`src/logic/ars_pkg.sv`:
```
// Package: constants and carrier types for the auto restart supervisor
package ars_pkg;
	// ------------------------------------------------------------
	// Mode codes
	// ------------------------------------------------------------
	localparam logic [4:0] MODE_PF_AUTO = 5'h04;
	localparam logic [4:0] MODE_FAULT_AUTO = 5'h06;
	localparam logic [4:0] MODE_PF_MANUAL = 5'h0e;
	localparam logic [4:0] MODE_FAULT_MANUAL = 5'h10;
	localparam logic [4:0] MODE_ALL_ACK = 5'h1a;
	// ------------------------------------------------------------
	// Widths, defaults and timing
	// ------------------------------------------------------------
	localparam int TIME_W = 16;
	localparam int FAULT_W = 16;
	localparam int ATTEMPT_W = 8;
	localparam int LIST_LEN = 10;
	localparam logic [TIME_W-1:0] SUPERVISION_DEFAULT_S = 16'h003c;
	localparam logic [TIME_W-1:0] WINDOW_DEFAULT_S = 16'h0000;
	localparam logic [FAULT_W-1:0] COMM_LOSS_FAULT_NUM = 16'h2135;
	localparam int CLK_HZ = 125000000;
	localparam int SUCCESS_HOLD_MS = 1000;
	localparam logic [ATTEMPT_W-1:0] ONE_ATTEMPT = 8'h01;
	localparam logic [TIME_W-1:0] TIME_ZERO = 16'h0000;
	localparam logic [TIME_W-1:0] TIME_ONE = 16'h0001;

	// Configuration carried as one group
	typedef struct packed {
		logic [4:0] restart_mode_select;
		logic [TIME_W-1:0] restart_supervision_time;
		logic [TIME_W-1:0] counter_reset_window;
		logic [ATTEMPT_W-1:0] start_attempt_limit;
	} cfg_type;

	// Sequencer states
	typedef enum logic [1:0] {
		ST_IDLE = 2'b00,
		ST_RESTART = 2'b01,
		ST_PROVE = 2'b10,
		ST_ABORTED = 2'b11
	} state_type;
endpackage

```
`src/logic/auto_restart_supervisor.sv`:
```
// Auto restart supervisor: supervision timers, attempt counting and suppression list
// Notes on behaviour
// - Supervision window is configurable; default is sixty seconds.
// - Both timers act only in mode codes 4, 6, 14, 16, 26.
// - Supervision timer starts at fault detection, stops on successful start.
// - Supervision expiry before successful start raises restart-failed fault.
// - Supervision time zero disables the supervision timer completely.
// - Counter-reset window defaults zero, starts each success, ends at expiry.
// - More successes than limit inside window aborts restart, raises fault.
// - Ten-entry fault list; matching faults do not trigger restart.
// - List suppression only in modes 6, 16 or 26.
// - Fieldbus loss faults; modes 6, 16, 26 auto-acknowledge and restart.
// - Attempt counter decrements per acknowledgement, reloads after window expiry.
// - Attempt succeeds if no fault within one second after magnetization.
module auto_restart_supervisor
	import ars_pkg::*;
#(
	parameter int SUCCESS_HOLD_CYCLES = CLK_HZ / 1000 * SUCCESS_HOLD_MS
) (
	input wire logic clk_sys_i,
	input wire logic rst_i,
	input wire logic ce_i,
	input wire logic tick_1s_i,
	input wire cfg_type cfg_i,
	input wire logic [LIST_LEN*FAULT_W-1:0] restart_suppress_list_i,
	input wire logic fault_valid_i,
	input wire logic [FAULT_W-1:0] fault_num_i,
	input wire logic comm_loss_fault_i,
	input wire logic ack_i,
	input wire logic run_command_i,
	input wire logic magnetization_done_flag_i,
	output logic restart_request_o,
	output logic auto_ack_o,
	output logic restart_failed_fault_o,
	output logic [ATTEMPT_W-1:0] attempts_left_o,
	output logic supervision_active_o,
	output logic window_active_o
);
	// Elaboration check: a proving window needs at least one cycle
	if (SUCCESS_HOLD_CYCLES < 1) begin : g_bad_hold
		$error("hold count must be positive");
	end

	// ------------------------------------------------------------
	// Decode of mode and fault events
	// ------------------------------------------------------------
	state_type state_reg;
	logic [31:0] hold_reg;
	logic [TIME_W-1:0] sup_cnt_reg, win_cnt_reg;
	logic [ATTEMPT_W-1:0] attempts_reg, successes_reg;
	logic sup_on_reg, win_on_reg, fail_reg, ack_pulse_reg;
	logic timed_mode, list_mode, fault_evt, suppressed, success, sup_expire, win_expire;
	logic over_limit;

	assign timed_mode = (cfg_i.restart_mode_select == MODE_PF_AUTO) ||
		(cfg_i.restart_mode_select == MODE_FAULT_AUTO) || (cfg_i.restart_mode_select == MODE_PF_MANUAL) ||
		(cfg_i.restart_mode_select == MODE_FAULT_MANUAL) || (cfg_i.restart_mode_select == MODE_ALL_ACK);
	assign list_mode = (cfg_i.restart_mode_select == MODE_FAULT_AUTO) ||
		(cfg_i.restart_mode_select == MODE_FAULT_MANUAL) || (cfg_i.restart_mode_select == MODE_ALL_ACK);

	// Suppression list search over all entries
	always_comb begin
		suppressed = 1'b0;
		for (int i = 0; i < LIST_LEN; i++) begin
			if (restart_suppress_list_i[i*FAULT_W +: FAULT_W] == (comm_loss_fault_i ? COMM_LOSS_FAULT_NUM : fault_num_i))
				suppressed = list_mode;
		end
	end

	// Comm loss raises a fault event of its own
	assign fault_evt = fault_valid_i || comm_loss_fault_i;
	assign success = (state_reg == ST_PROVE) && !fault_evt && (hold_reg >= SUCCESS_HOLD_CYCLES - 1);
	assign sup_expire = sup_on_reg && tick_1s_i && (sup_cnt_reg + TIME_ONE >= cfg_i.restart_supervision_time);
	assign win_expire = win_on_reg && tick_1s_i && (win_cnt_reg + TIME_ONE >= cfg_i.counter_reset_window);
	assign over_limit = success && (successes_reg >= cfg_i.start_attempt_limit) && win_on_reg;

	// ------------------------------------------------------------
	// Restart sequencer
	// ------------------------------------------------------------
	always_ff @(posedge clk_sys_i) begin
		if (rst_i) begin
			state_reg <= ST_IDLE;
			hold_reg <= '0;
		end else if (ce_i) begin
			case (state_reg)
				ST_IDLE: begin
					if (fault_evt && timed_mode && !suppressed)
						state_reg <= ST_RESTART;
				end
				ST_RESTART: begin
					hold_reg <= '0;
					if (sup_expire || attempts_reg == '0)
						state_reg <= ST_ABORTED;
					else if (run_command_i && magnetization_done_flag_i)
						state_reg <= ST_PROVE;
				end
				ST_PROVE: begin
					hold_reg <= hold_reg + 32'h1;
					if (fault_evt)
						state_reg <= suppressed ? ST_IDLE : ST_RESTART;
					else if (over_limit || sup_expire)
						state_reg <= ST_ABORTED;
					else if (success)
						state_reg <= ST_IDLE;
				end
				ST_ABORTED: begin
					if (ack_i && !run_command_i)
						state_reg <= ST_IDLE;
				end
				default: state_reg <= ST_IDLE;
			endcase
		end
	end

	// Restart-failed fault, set wins over acknowledge
	always_ff @(posedge clk_sys_i) begin
		if (rst_i)
			fail_reg <= 1'b0;
		else if (ce_i) begin
			if (state_reg != ST_ABORTED && (sup_expire || over_limit ||
				(state_reg == ST_RESTART && attempts_reg == '0)))
				fail_reg <= 1'b1;
			else if (state_reg == ST_ABORTED && ack_i && !run_command_i)
				fail_reg <= 1'b0;
		end
	end

	// Supervision timer on the timebase tick
	always_ff @(posedge clk_sys_i) begin
		if (rst_i) begin
			sup_on_reg <= 1'b0;
			sup_cnt_reg <= TIME_ZERO;
		end else if (ce_i) begin
			if (success || sup_expire || !timed_mode || cfg_i.restart_supervision_time == TIME_ZERO ||
				state_reg == ST_ABORTED || (state_reg == ST_RESTART && attempts_reg == '0)) begin
				sup_on_reg <= 1'b0;
				sup_cnt_reg <= TIME_ZERO;
			end else if (state_reg == ST_IDLE && fault_evt && !suppressed) begin
				sup_on_reg <= 1'b1;
				sup_cnt_reg <= TIME_ZERO;
			end else if (sup_on_reg && tick_1s_i)
				sup_cnt_reg <= sup_cnt_reg + TIME_ONE;
		end
	end

	// Counter-reset window and success count
	always_ff @(posedge clk_sys_i) begin
		if (rst_i) begin
			win_on_reg <= 1'b0;
			win_cnt_reg <= TIME_ZERO;
			successes_reg <= '0;
		end else if (ce_i) begin
			if (!timed_mode || win_expire) begin
				win_on_reg <= 1'b0;
				win_cnt_reg <= TIME_ZERO;
				successes_reg <= '0;
			end else if (success) begin
				win_on_reg <= (cfg_i.counter_reset_window != TIME_ZERO);
				win_cnt_reg <= TIME_ZERO;
				successes_reg <= win_on_reg ? successes_reg + ONE_ATTEMPT : ONE_ATTEMPT;
			end else if (win_on_reg && tick_1s_i)
				win_cnt_reg <= win_cnt_reg + TIME_ONE;
		end
	end

	// Attempt counter with acknowledge pulse
	always_ff @(posedge clk_sys_i) begin
		if (rst_i) begin
			attempts_reg <= '0;
			ack_pulse_reg <= 1'b0;
		end else if (ce_i) begin
			ack_pulse_reg <= (state_reg == ST_IDLE) && fault_evt && timed_mode && !suppressed;
			if (win_expire || state_reg == ST_ABORTED || !timed_mode)
				attempts_reg <= cfg_i.start_attempt_limit;
			else if (ack_pulse_reg && attempts_reg != '0)
				attempts_reg <= attempts_reg - ONE_ATTEMPT;
		end
	end

	// ------------------------------------------------------------
	// Outputs
	// ------------------------------------------------------------
	assign restart_request_o = (state_reg == ST_RESTART) && run_command_i;
	assign auto_ack_o = ack_pulse_reg;
	assign restart_failed_fault_o = fail_reg;
	assign attempts_left_o = attempts_reg;
	assign supervision_active_o = sup_on_reg;
	assign window_active_o = win_on_reg;

	// ------------------------------------------------------------
	// Checks
	// ------------------------------------------------------------
	chk_sup_zero_off: assert property (@(posedge clk_sys_i) disable iff (rst_i)
		ce_i && cfg_i.restart_supervision_time == TIME_ZERO |=> !sup_on_reg) else $error("supervision runs at zero");
	chk_mode_gate: assert property (@(posedge clk_sys_i) disable iff (rst_i)
		ce_i && !timed_mode |=> !sup_on_reg && !win_on_reg) else $error("timer active in bad mode");
	chk_expire_fault: assert property (@(posedge clk_sys_i) disable iff (rst_i)
		ce_i && sup_expire |=> fail_reg) else $error("expiry without fault");
	chk_limit_abort: assert property (@(posedge clk_sys_i) disable iff (rst_i)
		ce_i && over_limit && !fault_evt |=> state_reg == ST_ABORTED && fail_reg) else $error("limit not aborted");
	chk_success_stop: assert property (@(posedge clk_sys_i) disable iff (rst_i)
		ce_i && success |=> !sup_on_reg) else $error("supervision not stopped");
	chk_fault_hold: assert property (@(posedge clk_sys_i) disable iff (rst_i)
		fail_reg && !ack_i |=> fail_reg) else $error("fault cleared without ack");
	chk_suppress_list: assert property (@(posedge clk_sys_i) disable iff (rst_i)
		ce_i && state_reg == ST_IDLE && suppressed |=> state_reg == ST_IDLE) else $error("suppressed fault restarted");
	chk_window_reload: assert property (@(posedge clk_sys_i) disable iff (rst_i)
		ce_i && win_expire |=> attempts_reg == $past(cfg_i.start_attempt_limit)) else $error("no reload");
	cov_restart: cover property (@(posedge clk_sys_i) state_reg == ST_RESTART ##1 state_reg == ST_PROVE);
	cov_abort: cover property (@(posedge clk_sys_i) state_reg == ST_ABORTED);
	chk_abort_attempts: assert property (@(posedge clk_sys_i) disable iff (rst_i)
		ce_i && state_reg == ST_RESTART && attempts_reg == '0 |=> state_reg == ST_ABORTED && fail_reg)
		else $error("attempts spent without abort");
	chk_auto_ack: assert property (@(posedge clk_sys_i) disable iff (rst_i)
		ce_i && state_reg == ST_IDLE && fault_evt && timed_mode && !suppressed |=> auto_ack_o)
		else $error("fault not acknowledged");
	chk_window_start: assert property (@(posedge clk_sys_i) disable iff (rst_i)
		ce_i && success && timed_mode && !win_expire && cfg_i.counter_reset_window != TIME_ZERO |=> win_on_reg)
		else $error("window not started");
	// Cover points for the main scenarios
	cov_success: cover property (@(posedge clk_sys_i) success);
	cov_window_expire: cover property (@(posedge clk_sys_i) win_expire);
	cov_over_limit: cover property (@(posedge clk_sys_i) over_limit);
endmodule // auto_restart_supervisor

```
`config.mk`:
```
export PLATFORM = sky130hd
export DESIGN_NAME = auto_restart_supervisor
export DESIGN_NICKNAME = d
export VERILOG_FILES = /design/src/logic/ars_pkg.sv /design/src/logic/auto_restart_supervisor.sv
export SDC_FILE = /design/constraint.sdc
export NUM_CORES = 1
export LEC_CHECK = 0
export BUFFER_PORTS_ARGS = -buffer_cell sky130_fd_sc_hd__buf_2
export CAP_MARGIN = 10
export CORE_MARGIN = 2
export CORE_UTILIZATION = 25
export CTS_BUF_LIST = sky130_fd_sc_hd__clkbuf_8 sky130_fd_sc_hd__clkbuf_16
export DETAILED_ROUTE_END_ITERATION = 8
export PLACE_DENSITY = 0.54
export SYNTH_ARGS = -nofsm -noshare
export SYNTH_HDL_FRONTEND = slang
export SYNTH_SLANG_ARGS = --single-unit
```
`constraint.sdc`:
```
create_clock -name clk_sys_i -period 5.4 [get_ports clk_sys_i]
set_input_delay 1.08 -clock clk_sys_i [delete_from_list [all_inputs] [get_ports clk_sys_i]]
set_output_delay 1.08 -clock clk_sys_i [all_outputs]
set_load 0.01 [all_outputs]
```
==> metrics.yaml, run 1 <==
yosysSeqAreaShare: 0.176
hp-class: "reg2reg"
synthArstFlopShare: 0
multiInputGateArea_mm2: 0.00731
mostFrequentLayoutCells: "buf_2, nor2_1, inv_1, dfxtp_1, o21ai_0"
dp_hpwl_um: 28500
via_per_inst: 5.26
cts-buffers-inserted: 9
largest_register_ffs: 32
synth_top_family_by_area: "simple AND/OR/NAND/NOR gates"
min_from: "sup_cnt_reg[15]$_SDFFE_PP0P_"
drv_slew: 0
rows: 72
drtIter0Drc: 642
ys_types: 71
ant_nets: 0
layout.nets: 1810
grt_usage: 0.171
holdBufCountCts: 0
yosys.area.top_type: "dfxtp_1"
grt_max_degree: 65
ys_seq_elements: 86
first_pass_iters: 5
hold_viol: 0
overflow: 0
remaining_drc_errors: 0
synth-compound-area-share: 0.260
cts_resized: 0
r2r-start: "win_cnt_reg[0]$_SDFFE_PP0P_"
synth_fa_ha_area_frac: 0.0640
maxCapViolCount: 0
synth_xor_area_frac: 0.109
grt_pass1_wl_um: 56000
die_h_um: 202
critPathKind: "reg2reg"
syn_avg_cell_area_um2: 7.27
status: "complete, no violations"
start_util: 0.253
worst_slew_pin_slew_ns: 0.844
wl_met2_um: 16900
finalSetupViolCount: 0
hold_slack_ns: 0.492
htreeDepth: 3
place.port_buffers: 242
maxSlewHeadroom: 0.437
met1_length_um: 16100
synthFlopType: "dfxtp_1"
insertion_delay_ns: 0.34
num_vias: 10800
antenna_found_initial: 2
avgRoutedWirePerCell_um: 17.4
max_freq_mhz: 214
clock_skew_ns: 0.00833
fill_cells: 4196
vdd_ir_drop_max_mv: 0.174
syn-num-nets: 1625
placedCellCount: 2037
synth_area_leaders: "dfxtp_1, ha_1, xnor2_1"
yosysTopAreaCellShare: 0.176
place_congestion: 0.910
final_common_cell: "buf_2"
rsz0062_at_grt: "false"
io_pins: 243
cp-startpoint: "win_cnt_reg[0]$_SDFFE_PP0P_"
synth_simple_gate_area_frac: 0.309
post_layout_nonfiller_instances: 2055
cts_tree: "done"
powerDensity_mw_per_mm2: 157
dieArea_mm2: 0.0407
met3_length_um: 2090
fin_crit_ns: 4.67
clock-sinks: 86
netlist_area_mm2: 0.00977
cts_root_buffer: "clkbuf_16"
syn2layout_area_growth_pct: 18.8
core_area_mm2: 0.0386
clk_pin_slew_ns: 0.06
synth_warnings: 0
critPathLaunchType: "register"
die_w_um: 202
critPathCaptureType: "register"
crit_path_max_fanout: 16
worstPathArrival_ns: 4.91
wl_um: 35800
synth_edf_count: 0
grt_pass1_vias: 10100
top_layer: "met5"
fin_tns_setup_ns: 0
fin_crit_sh: 0.865
cts_max_path_buffers: 2
synthCells: 1345
cts_setup_buffers: 0
leakagePower_nw: 4.63
critPathRequiredTime_ns: 5.64
yosys-mux-area-fraction: 0.00538
drive_gt1_frac: 0.197
ff_latch_area_mm2: 0.00172
-- report_power, final --
| part | leakage (nW) | switching (W) | total (W) | internal, W |
|---|---|---|---|---|
| clock | 0.154 | 0.000257 | 0.000637 | 0.000380 |
| sequential | 0.694 | 0.0000114 | 0.000655 | 0.000643 |
| combinational | 3.78 | 0.000315 | 0.000529 | 0.000214 |
| total | 4.63 | 0.000584 | 0.00182 | 0.00124 |
-- logic make-up (layout without fill, tap and decap cells) --
logic type	Yosys count	after routing
other cells	0	2
compound gates	360	360
xor+xnor	122	122
flops	86	86
simple gates	555	555
fa+ha+maj	50	50
buf+inv	167	357
mux	5	5
-- layer usage --
| metal | vias to the layer above | global-route usage |
|---|---|---|
| met1 | 5100 | 0.222 |
| met2 | 331 | 0.299 |
| met5 | - | 0 |
| li1 | 5357 | - |
| met4 | 2 | 0.0428 |
| met3 | 29 | 0.0222 |
-- worst max-delay path, stage by stage, from the launching register on --
cell,delay (ns)
dfxtp_1,0.43
ha_1,0.26
and3_1,0.25
and3_1,0.25
and3_1,0.25
and3_1,0.27
and3_1,0.21
nand3_1,0.10
xnor2_1,0.17
ha_1,0.30
a21o_1,0.12
a21o_1,0.18
nor4_1,0.06
a21oi_1,0.31
nand2_1,0.43
a21oi_1,0.52
o21ai_0,0.16
a221oi_1,0.31
-- Yosys cell counts, types with 23 or more instances --
| master | instances |
|---|---|
| o211ai_1 | 28 |
| a21oi_1 | 51 |
| nor2_1 | 145 |
| nor4_1 | 23 |
| nand2_1 | 73 |
| nand3b_1 | 27 |
| dfxtp_1 | 86 |
| buf_2 | 38 |
| a32oi_1 | 36 |
| or3_1 | 26 |
| a31oi_1 | 24 |
| clkbuf_1 | 27 |
| nand3_1 | 45 |
| o21ai_0 | 79 |
| xnor2_1 | 65 |
| xor2_1 | 57 |
| inv_1 | 87 |
| nand4_1 | 49 |
| ha_1 | 50 |
| nor3_1 | 24 |
-- path summary, 6_finish.rpt --
path / to / slack, ns / depth (start not counted)
worst max register to register: attempts_left_o[0]$_SDFFE_PP0P_ / 0.73 / 17
worst min-delay path: sup_cnt_reg[15]$_SDFFE_PP0P_ / 0.49 / 2
worst max-delay path: attempts_left_o[0]$_SDFFE_PP0P_ / 0.73 / 17
worst min register to register: sup_cnt_reg[15]$_SDFFE_PP0P_ / 0.49 / 2
-- area by class of cell --
| cell class | count | area share |
|---|---|---|
| Antenna cell | 2 | 0.000431 |
| Inverter | 88 | 0.0284 |
| Clock inverter | 5 | 0.00431 |
| Tap cell | 518 | 0.0558 |
| Multi-Input combinational cell | 1092 | 0.629 |
| Timing Repair Buffer | 253 | 0.112 |
| Sequential cell | 86 | 0.148 |
| Clock buffer | 11 | 0.0218 |
-- through the flow --
step	cell area, µm²	worst slack [ns]	utilization	power [W]
6_report	11600	0.726	0.301	0.00182
5_1_grt	11600	0.265	0.300	0.00192
4_1_cts	11600	0.736	0.300	0.00184
3_5_place_dp	11300	0.758	0.293	0.00120
3_3_place_gp	11300	0.805	0.293	0.00119
2_1_floorplan	9770	1.62	-	0.000980
Power figures use the tool's default switching activity.
==> inputs of run 2 (changes only) <==
==> constraint.sdc (replaced) <==
create_clock -name clk_sys_i -period 5.4 [get_ports clk_sys_i]
set_input_delay 0.27 -clock clk_sys_i [delete_from_list [all_inputs] [get_ports clk_sys_i]]
set_output_delay 0.27 -clock clk_sys_i [all_outputs]
set_load 0.01 [all_outputs]
==> metrics.yaml, run 2 (synthesized netlist as in run 1, its figures left out) <==
status: "complete, no violations"
wl_um: 35500  # -0.89%
cp-startpoint: "win_cnt_reg[0]$_SDFFE_PP0P_"
r2r-start: "win_cnt_reg[0]$_SDFFE_PP0P_"
via_per_inst: 5.25  # -0.35%
maxSlewHeadroom: 0.292  # -0.145
vdd_ir_drop_max_mv: 0.113  # -35%
grt_pass1_vias: 10100  # +0.81%
io_pins: 243  # unchanged
worst_slew_pin_slew_ns: 1.06  # +0.218 ns
max_freq_mhz: 220  # +2.6%
overflow: 0  # unchanged
drv_slew: 0  # unchanged
first_pass_iters: 5  # unchanged
grt_pass1_wl_um: 55200  # -1.4%
cts-buffers-inserted: 9  # unchanged
layout.nets: 1805  # -0.28%
grt_max_degree: 101  # +55%
fin_crit_ns: 4.55  # -0.120 ns
final_common_cell: "buf_2"
hold_slack_ns: 0.301  # -0.190 ns
die_w_um: 202  # unchanged
dieArea_mm2: 0.0407  # unchanged
r2r_end: "attempts_left_o[0]$_SDFFE_PP0P_"
cts_setup_buffers: 0  # unchanged
num_vias: 10800  # -0.64%
cts_max_path_buffers: 2  # unchanged
insertion_delay_ns: 0.34  # about the same
place.port_buffers: 242  # unchanged
place_area_mm2: 0.0113  # -0.22%
clk_pin_slew_ns: 0.07  # about the same
rsz0062_at_grt: "false"
clock_skew_ns: 0.0107  # +0.00241 ns
reg2reg_depth: 17  # unchanged
clock-sinks: 86  # unchanged
cts_resized: 0  # unchanged
largest_register_ffs: 32  # unchanged
place_congestion: 0.919  # +1.0%
hold_viol: 0  # unchanged
critPathLaunchType: "register"
drive_gt1_frac: 0.195  # -0.00184
post_layout_nonfiller_instances: 2049  # -0.29%
worstPathArrival_ns: 4.80  # -0.11 ns
crit_path_max_fanout: 16  # unchanged
holdBufCountCts: 0  # unchanged
cts_tree: "done"
fin_tns_setup_ns: 0  # unchanged
endpoint: "attempts_left_o[0]$_SDFFE_PP0P_"
mostFrequentLayoutCells: "buf_2, nor2_1, inv_1, dfxtp_1, o21ai_0"
remaining_drc_errors: 0  # unchanged
avgRoutedWirePerCell_um: 17.3  # -0.60%
finalSetupViolCount: 0  # unchanged
die_h_um: 202  # unchanged
antenna_found_initial: 3  # +1
fill_cells: 4202  # +0.14%
rows: 72  # unchanged
drtIter0Drc: 624  # -2.8%
ant_nets: 0  # unchanged
cts_root_buffer: "clkbuf_16"
powerDensity_mw_per_mm2: 156  # -0.32%
design_area_mm2: 0.0116  # -0.25%
maxCapViolCount: 0  # unchanged
critPathCaptureType: "register"
grt_usage: 0.170  # -0.00162
placedCellCount: 2032  # -0.25%
critPathKind: "reg2reg"
start_util: 0.253  # unchanged
core_area_mm2: 0.0386  # unchanged
htreeDepth: 3  # unchanged
critPathRequiredTime_ns: 5.65  # about the same
hp-class: "in2reg"
fin_crit_sh: 0.843  # -0.0222
regToRegSetupSlack_ns: 0.85  # +0.12 ns
leakagePower_nw: 4.60  # -0.63%
dp_hpwl_um: 27700  # -3.0%
syn2layout_area_growth_pct: 18.6
-- run 2: changes by cell type in the layout (fill, tap and decap cells not counted), sizes merged --
| cell | before | now |
|---|---|---|
| inv | 90 | 88 |
| clkbuf | 11 | 10 |
| buf | 253 | 248 |
| clkinv | 1 | 3 |
-- run 2: worst max-delay path: stages (launching register included) --
cell	delay, ns
dfxtp_1	0.44
ha_1	0.25
and3_1	0.25
and3_1	0.24
and3_1	0.24
and3_1	0.26
and3_1	0.20
nand3_1	0.10
xnor2_1	0.17
ha_1	0.31
a21o_1	0.11
a21o_1	0.16
nor4_1	0.06
a21oi_1	0.25
nand2_1	0.41
a21oi_1	0.54
o21ai_0	0.17
a221oi_1	0.30
-- run 2: layout make-up --
type,count,area [µm²],area share
antenna,2,5.00,0.000432
clock buffer,10,239,0.0206
clock inverter,5,60.1,0.00518
inverter,88,330,0.0285
multi-input combinational,1092,7310,0.631
sequential,86,1720,0.149
tap,518,648,0.0559
timing repair buffer,248,1270,0.110
-- run 2: worst min-delay path by stage --
stage / startpoint / end / cells past startpoint
floorplan: sup_cnt_reg[15]$_SDFFE_PP0P_ / sup_cnt_reg[15]$_SDFFE_PP0P_ / 2
global route: cfg_i[7] / attempts_left_o[7]$_SDFFE_PP0P_ / 3
global placement: sup_cnt_reg[15]$_SDFFE_PP0P_ / sup_cnt_reg[15]$_SDFFE_PP0P_ / 2
detailed placement: hold_reg[26]$_SDFFE_PP0P_ / hold_reg[26]$_SDFFE_PP0P_ / 2
finish: cfg_i[4] / attempts_left_o[4]$_SDFFE_PP0P_ / 3
CTS: cfg_i[4] / attempts_left_o[4]$_SDFFE_PP0P_ / 3
-- run 2: power by group --
group          switching [W]  internal (W)
Clock               0.000258      0.000369
Combinational       0.000317      0.000212
Sequential         0.0000109      0.000643
Total               0.000586       0.00122
-- run 2: per-layer routing --
layer | vias to the layer above | GRT usage | part of all wire
met2 | 316 | 0.292 | 0.46
met5 | - | 0 | 0.00020
met3 | 39 | 0.0246 | 0.054
li1 | 5338 | - | -
met1 | 5055 | 0.218 | 0.46
met4 | 2 | 0.0520 | 0.023
-- run 2: through the flow --
stage | power (W) | setup WS [ns] | utilization
after floorplan | 0.000980 | 1.62 | -
after global placement | 0.00118 | 1.05 | 0.292
after detailed placement | 0.00119 | 0.963 | 0.292
after CTS | 0.00183 | 0.922 | 0.300
after global routing | 0.00192 | 0.460 | 0.300
final | 0.00181 | 0.846 | 0.300
==> inputs of run 3 (changes only) <==
Settings changed: ABC_AREA set to 1.
Clock period 5.4 ns to 4.75 ns, I/O delays scaled along.
==> metrics.yaml, run 3 <==
status: "complete, no violations"
critPathKind: "reg2reg"
grt_max_degree: 43  # -57%
fin_crit_sh: 0.870  # +0.0262
yosysTopAreaCellShare: 0.237  # +0.0608
p_int_w: 0.00133  # +8.7%
clk_pin_slew_ns: 0.06  # about the same
fin_tns_setup_ns: 0  # unchanged
synth_edf_count: 0  # unchanged
cts_root_buffer: "clkbuf_16"
first_pass_iters: 6  # +1
fin_crit_ns: 4.13  # -0.424 ns
fill_cells: 4044  # -3.8%
rsz0062_at_grt: "false"
grtUsageMet2: 0.271  # -0.0209
yosys.area.top_type: "nand2_1"
hold_viol: 0  # unchanged
ant_nets: 0  # unchanged
place_ws_ns: 0.466  # -0.497 ns
antenna_found_initial: 5  # +2
dieArea_mm2: 0.0373  # -8.4%
p_clk_frac: 0.329  # -0.017
use_met3: 0.0223  # -0.00236
wl_um: 29900  # -16%
cp_cell_sequence: "ha_1, nand3_1, nor3b_1, nand3_1, nor3_2, nand3_1, nor2_1, xor2_1, ha_1, nand4_1, inv_1, a21oi_1, nand3_1, a21oi_1, nand2_1, nand2_1, inv_1, nor2_4, buf_4, nand2_1, a21oi_1"
place.port_buffers: 242  # unchanged
finalSetupViolCount: 0  # unchanged
largest_register_ffs: 32  # unchanged
combinationalPowerShare: 0.294  # +0.002
ys_seq_elements: 86  # unchanged
grt_pass1_vias: 9070  # -11%
holdBufCountCts: 0  # unchanged
hp-class: "in2reg"
worst_slew_pin_slew_ns: 1.10  # +0.0367 ns
io_pins: 243  # unchanged
core_area_mm2: 0.0354  # -8.4%
drv_slew: 0  # unchanged
busiest_layer: "met2"
vdd_ir_drop_max_mv: 0.136  # +20%
critPathCaptureType: "register"
die_w_um: 193  # -4.3%
cts_max_path_buffers: 2  # unchanged
cts-buffers-inserted: 9  # unchanged
worstPathArrival_ns: 4.41  # -0.39 ns
synth_most_common_cell: "nand2_1"
critPathLaunchType: "register"
layout.nets: 2087  # +16%
switching_power_w: 0.000678  # +16%
dp_hpwl_um: 24800  # -10%
place_congestion: 0.905  # -1.5%
synth_area_leaders: "nand2_1, dfxtp_1, inv_1"
synthFlopType: "dfxtp_1"
rows: 69  # -4.2%
cts_tree: "done"
crit_path_max_fanout: 12  # -4
avgRoutedWirePerCell_um: 13.1  # -24%
multiInputGateArea_mm2: 0.00603  # -17%
grt_usage: 0.157  # -0.0127
powerDensity_mw_per_mm2: 185  # +18%
seq_power_share: 0.377  # +0.016
yosysSeqAreaShare: 0.193  # +0.0165
maxCapViolCount: 0  # unchanged
max_freq_mhz: 242  # +10%
die_h_um: 193  # -4.3%
drtIter0Drc: 434  # -30%
clock-sinks: 86  # unchanged
cts_setup_buffers: 0  # unchanged
ys_types: 43  # -39%
grt_pass1_wl_um: 46100  # -16%
final_common_cell: "nand2_1"
htreeDepth: 3  # unchanged
critPathRequiredTime_ns: 5.03  # -0.62 ns
remaining_drc_errors: 0  # unchanged
synthArstFlopShare: 0  # unchanged
num_vias: 10100  # -6.1%
critical_path.most_common_cell: "nand3_1"
netlist_area_mm2: 0.00893  # -8.6%
drive_gt1_frac: 0.162  # -0.0332
critPathMaxStageDelay_ns: 0.40  # -0.14 ns
leakagePower_nw: 5.93  # +29%
p_sw_frac: 0.337  # +0.0137
clock_skew_ns: 0.00945  # -0.00129 ns
ff_latch_area_mm2: 0.00172  # unchanged
mostFrequentLayoutCells: "nand2_1, inv_1, buf_2, nor2_1, a21oi_1"
syn2layout_area_growth_pct: 21.6
synth_warnings: 0  # unchanged
via_per_inst: 4.43  # -16%
met1_usage: 0.205  # -0.0130
insertion_delay_ns: 0.35  # about the same
syn-num-nets: 1856  # +14%
syn_avg_cell_area_um2: 5.67  # -22%
synthTopCellsByCount: "nand2_1, inv_1, nor2_1"
synthCells: 1576  # +17%
overflow: 0  # unchanged
cts_resized: 0  # unchanged
maxSlewHeadroom: 0.265  # -0.0272
layout_setup_ws_ns: 0.620  # -0.226 ns
cpMaxStageDelayCell: "dfxtp_1"
start_util: 0.252  # -0.000428
run 3: changes by cell type after synthesis, moves of 26 or more:
cell	previous run	this run
inv_1	87	264
buf_2	38	6
o21ai_0	79	53
a21oi_1	51	90
nor2_1	145	179
nand2_1	73	564
a32oi_1	36	0
run 3: stage by stage:
step                       util  hold slack [ns]  cell area [µm²]  total power, W  std cells
after floorplan               -            0.439             8930         0.00114       1576
after global placement    0.299            0.449            10600         0.00135       2257
after detailed placement  0.299            0.454            10600         0.00136       2257
after CTS                 0.306            0.267            10800         0.00203       2273
after global routing      0.307            0.291            10900         0.00214       2278
final                     0.307            0.274            10900         0.00201       2278
run 3: critical path: cells and delay by family, from the launching register on:
kind / cells / cell delay (ns)
compound gates: 3 / 0.48
xor+xnor: 1 / 0.20
fa+ha+maj: 2 / 0.48
flops: 1 / 0.40
simple gates: 12 / 2.00
buf+inv: 3 / 0.48
run 3: path summary, 6_finish.rpt:
check                                                  from                              end  slack [ns]  depth (start not counted)
worst min register to register  win_cnt_reg[4]$_SDFFE_PP0P_      win_cnt_reg[4]$_SDFFE_PP0P_        0.46                          2
worst min-delay path                               cfg_i[6]  attempts_left_o[6]$_SDFFE_PP0P_        0.27                          5
worst max-delay path            win_cnt_reg[0]$_SDFFE_PP0P_      win_cnt_reg[1]$_SDFFE_PP0P_        0.62                         21
worst max register to register  win_cnt_reg[0]$_SDFFE_PP0P_      win_cnt_reg[1]$_SDFFE_PP0P_        0.62                         21
run 3: power groups by stage:
stage	combinational (W)	clock, W	sequential (W)
2_1_floorplan	0.000366	0	0.000772
6_report	0.000590	0.000662	0.000757
5_1_grt	0.000670	0.000709	0.000760
3_5_place_dp	0.000589	0	0.000773
4_1_cts	0.000592	0.000685	0.000757
3_3_place_gp	0.000581	0	0.000773
run 3: logic make-up after synthesis:
kind of cell / after synthesis / share of synthesized area
AND/OR/NAND/NOR: 904 / 0.428
buffers and inverters: 293 / 0.133
AO/OA/AOI/OAI: 161 / 0.0955
flip-flops: 86 / 0.193
XOR/XNOR: 82 / 0.0804
adder cells (fa/ha/maj): 50 / 0.0700
run 3: final cells by class:
cell class	instances	share of cell area
clock buffers	10	0.0220
repair buffers	248	0.116
inverters	265	0.0918
multi-input cells	1197	0.555
clock inverters	6	0.00288
flip-flops and latches	86	0.158
well taps	461	0.0531
diodes	5	0.00115
run 3: per-layer routing:
layer | vias up | share of wire
li1 | 5347 | -
met1 | 4501 | 0.46
met2 | 214 | 0.48
met3 | 32 | 0.041
met4 | 0 | 0.015
met5 | - | 0
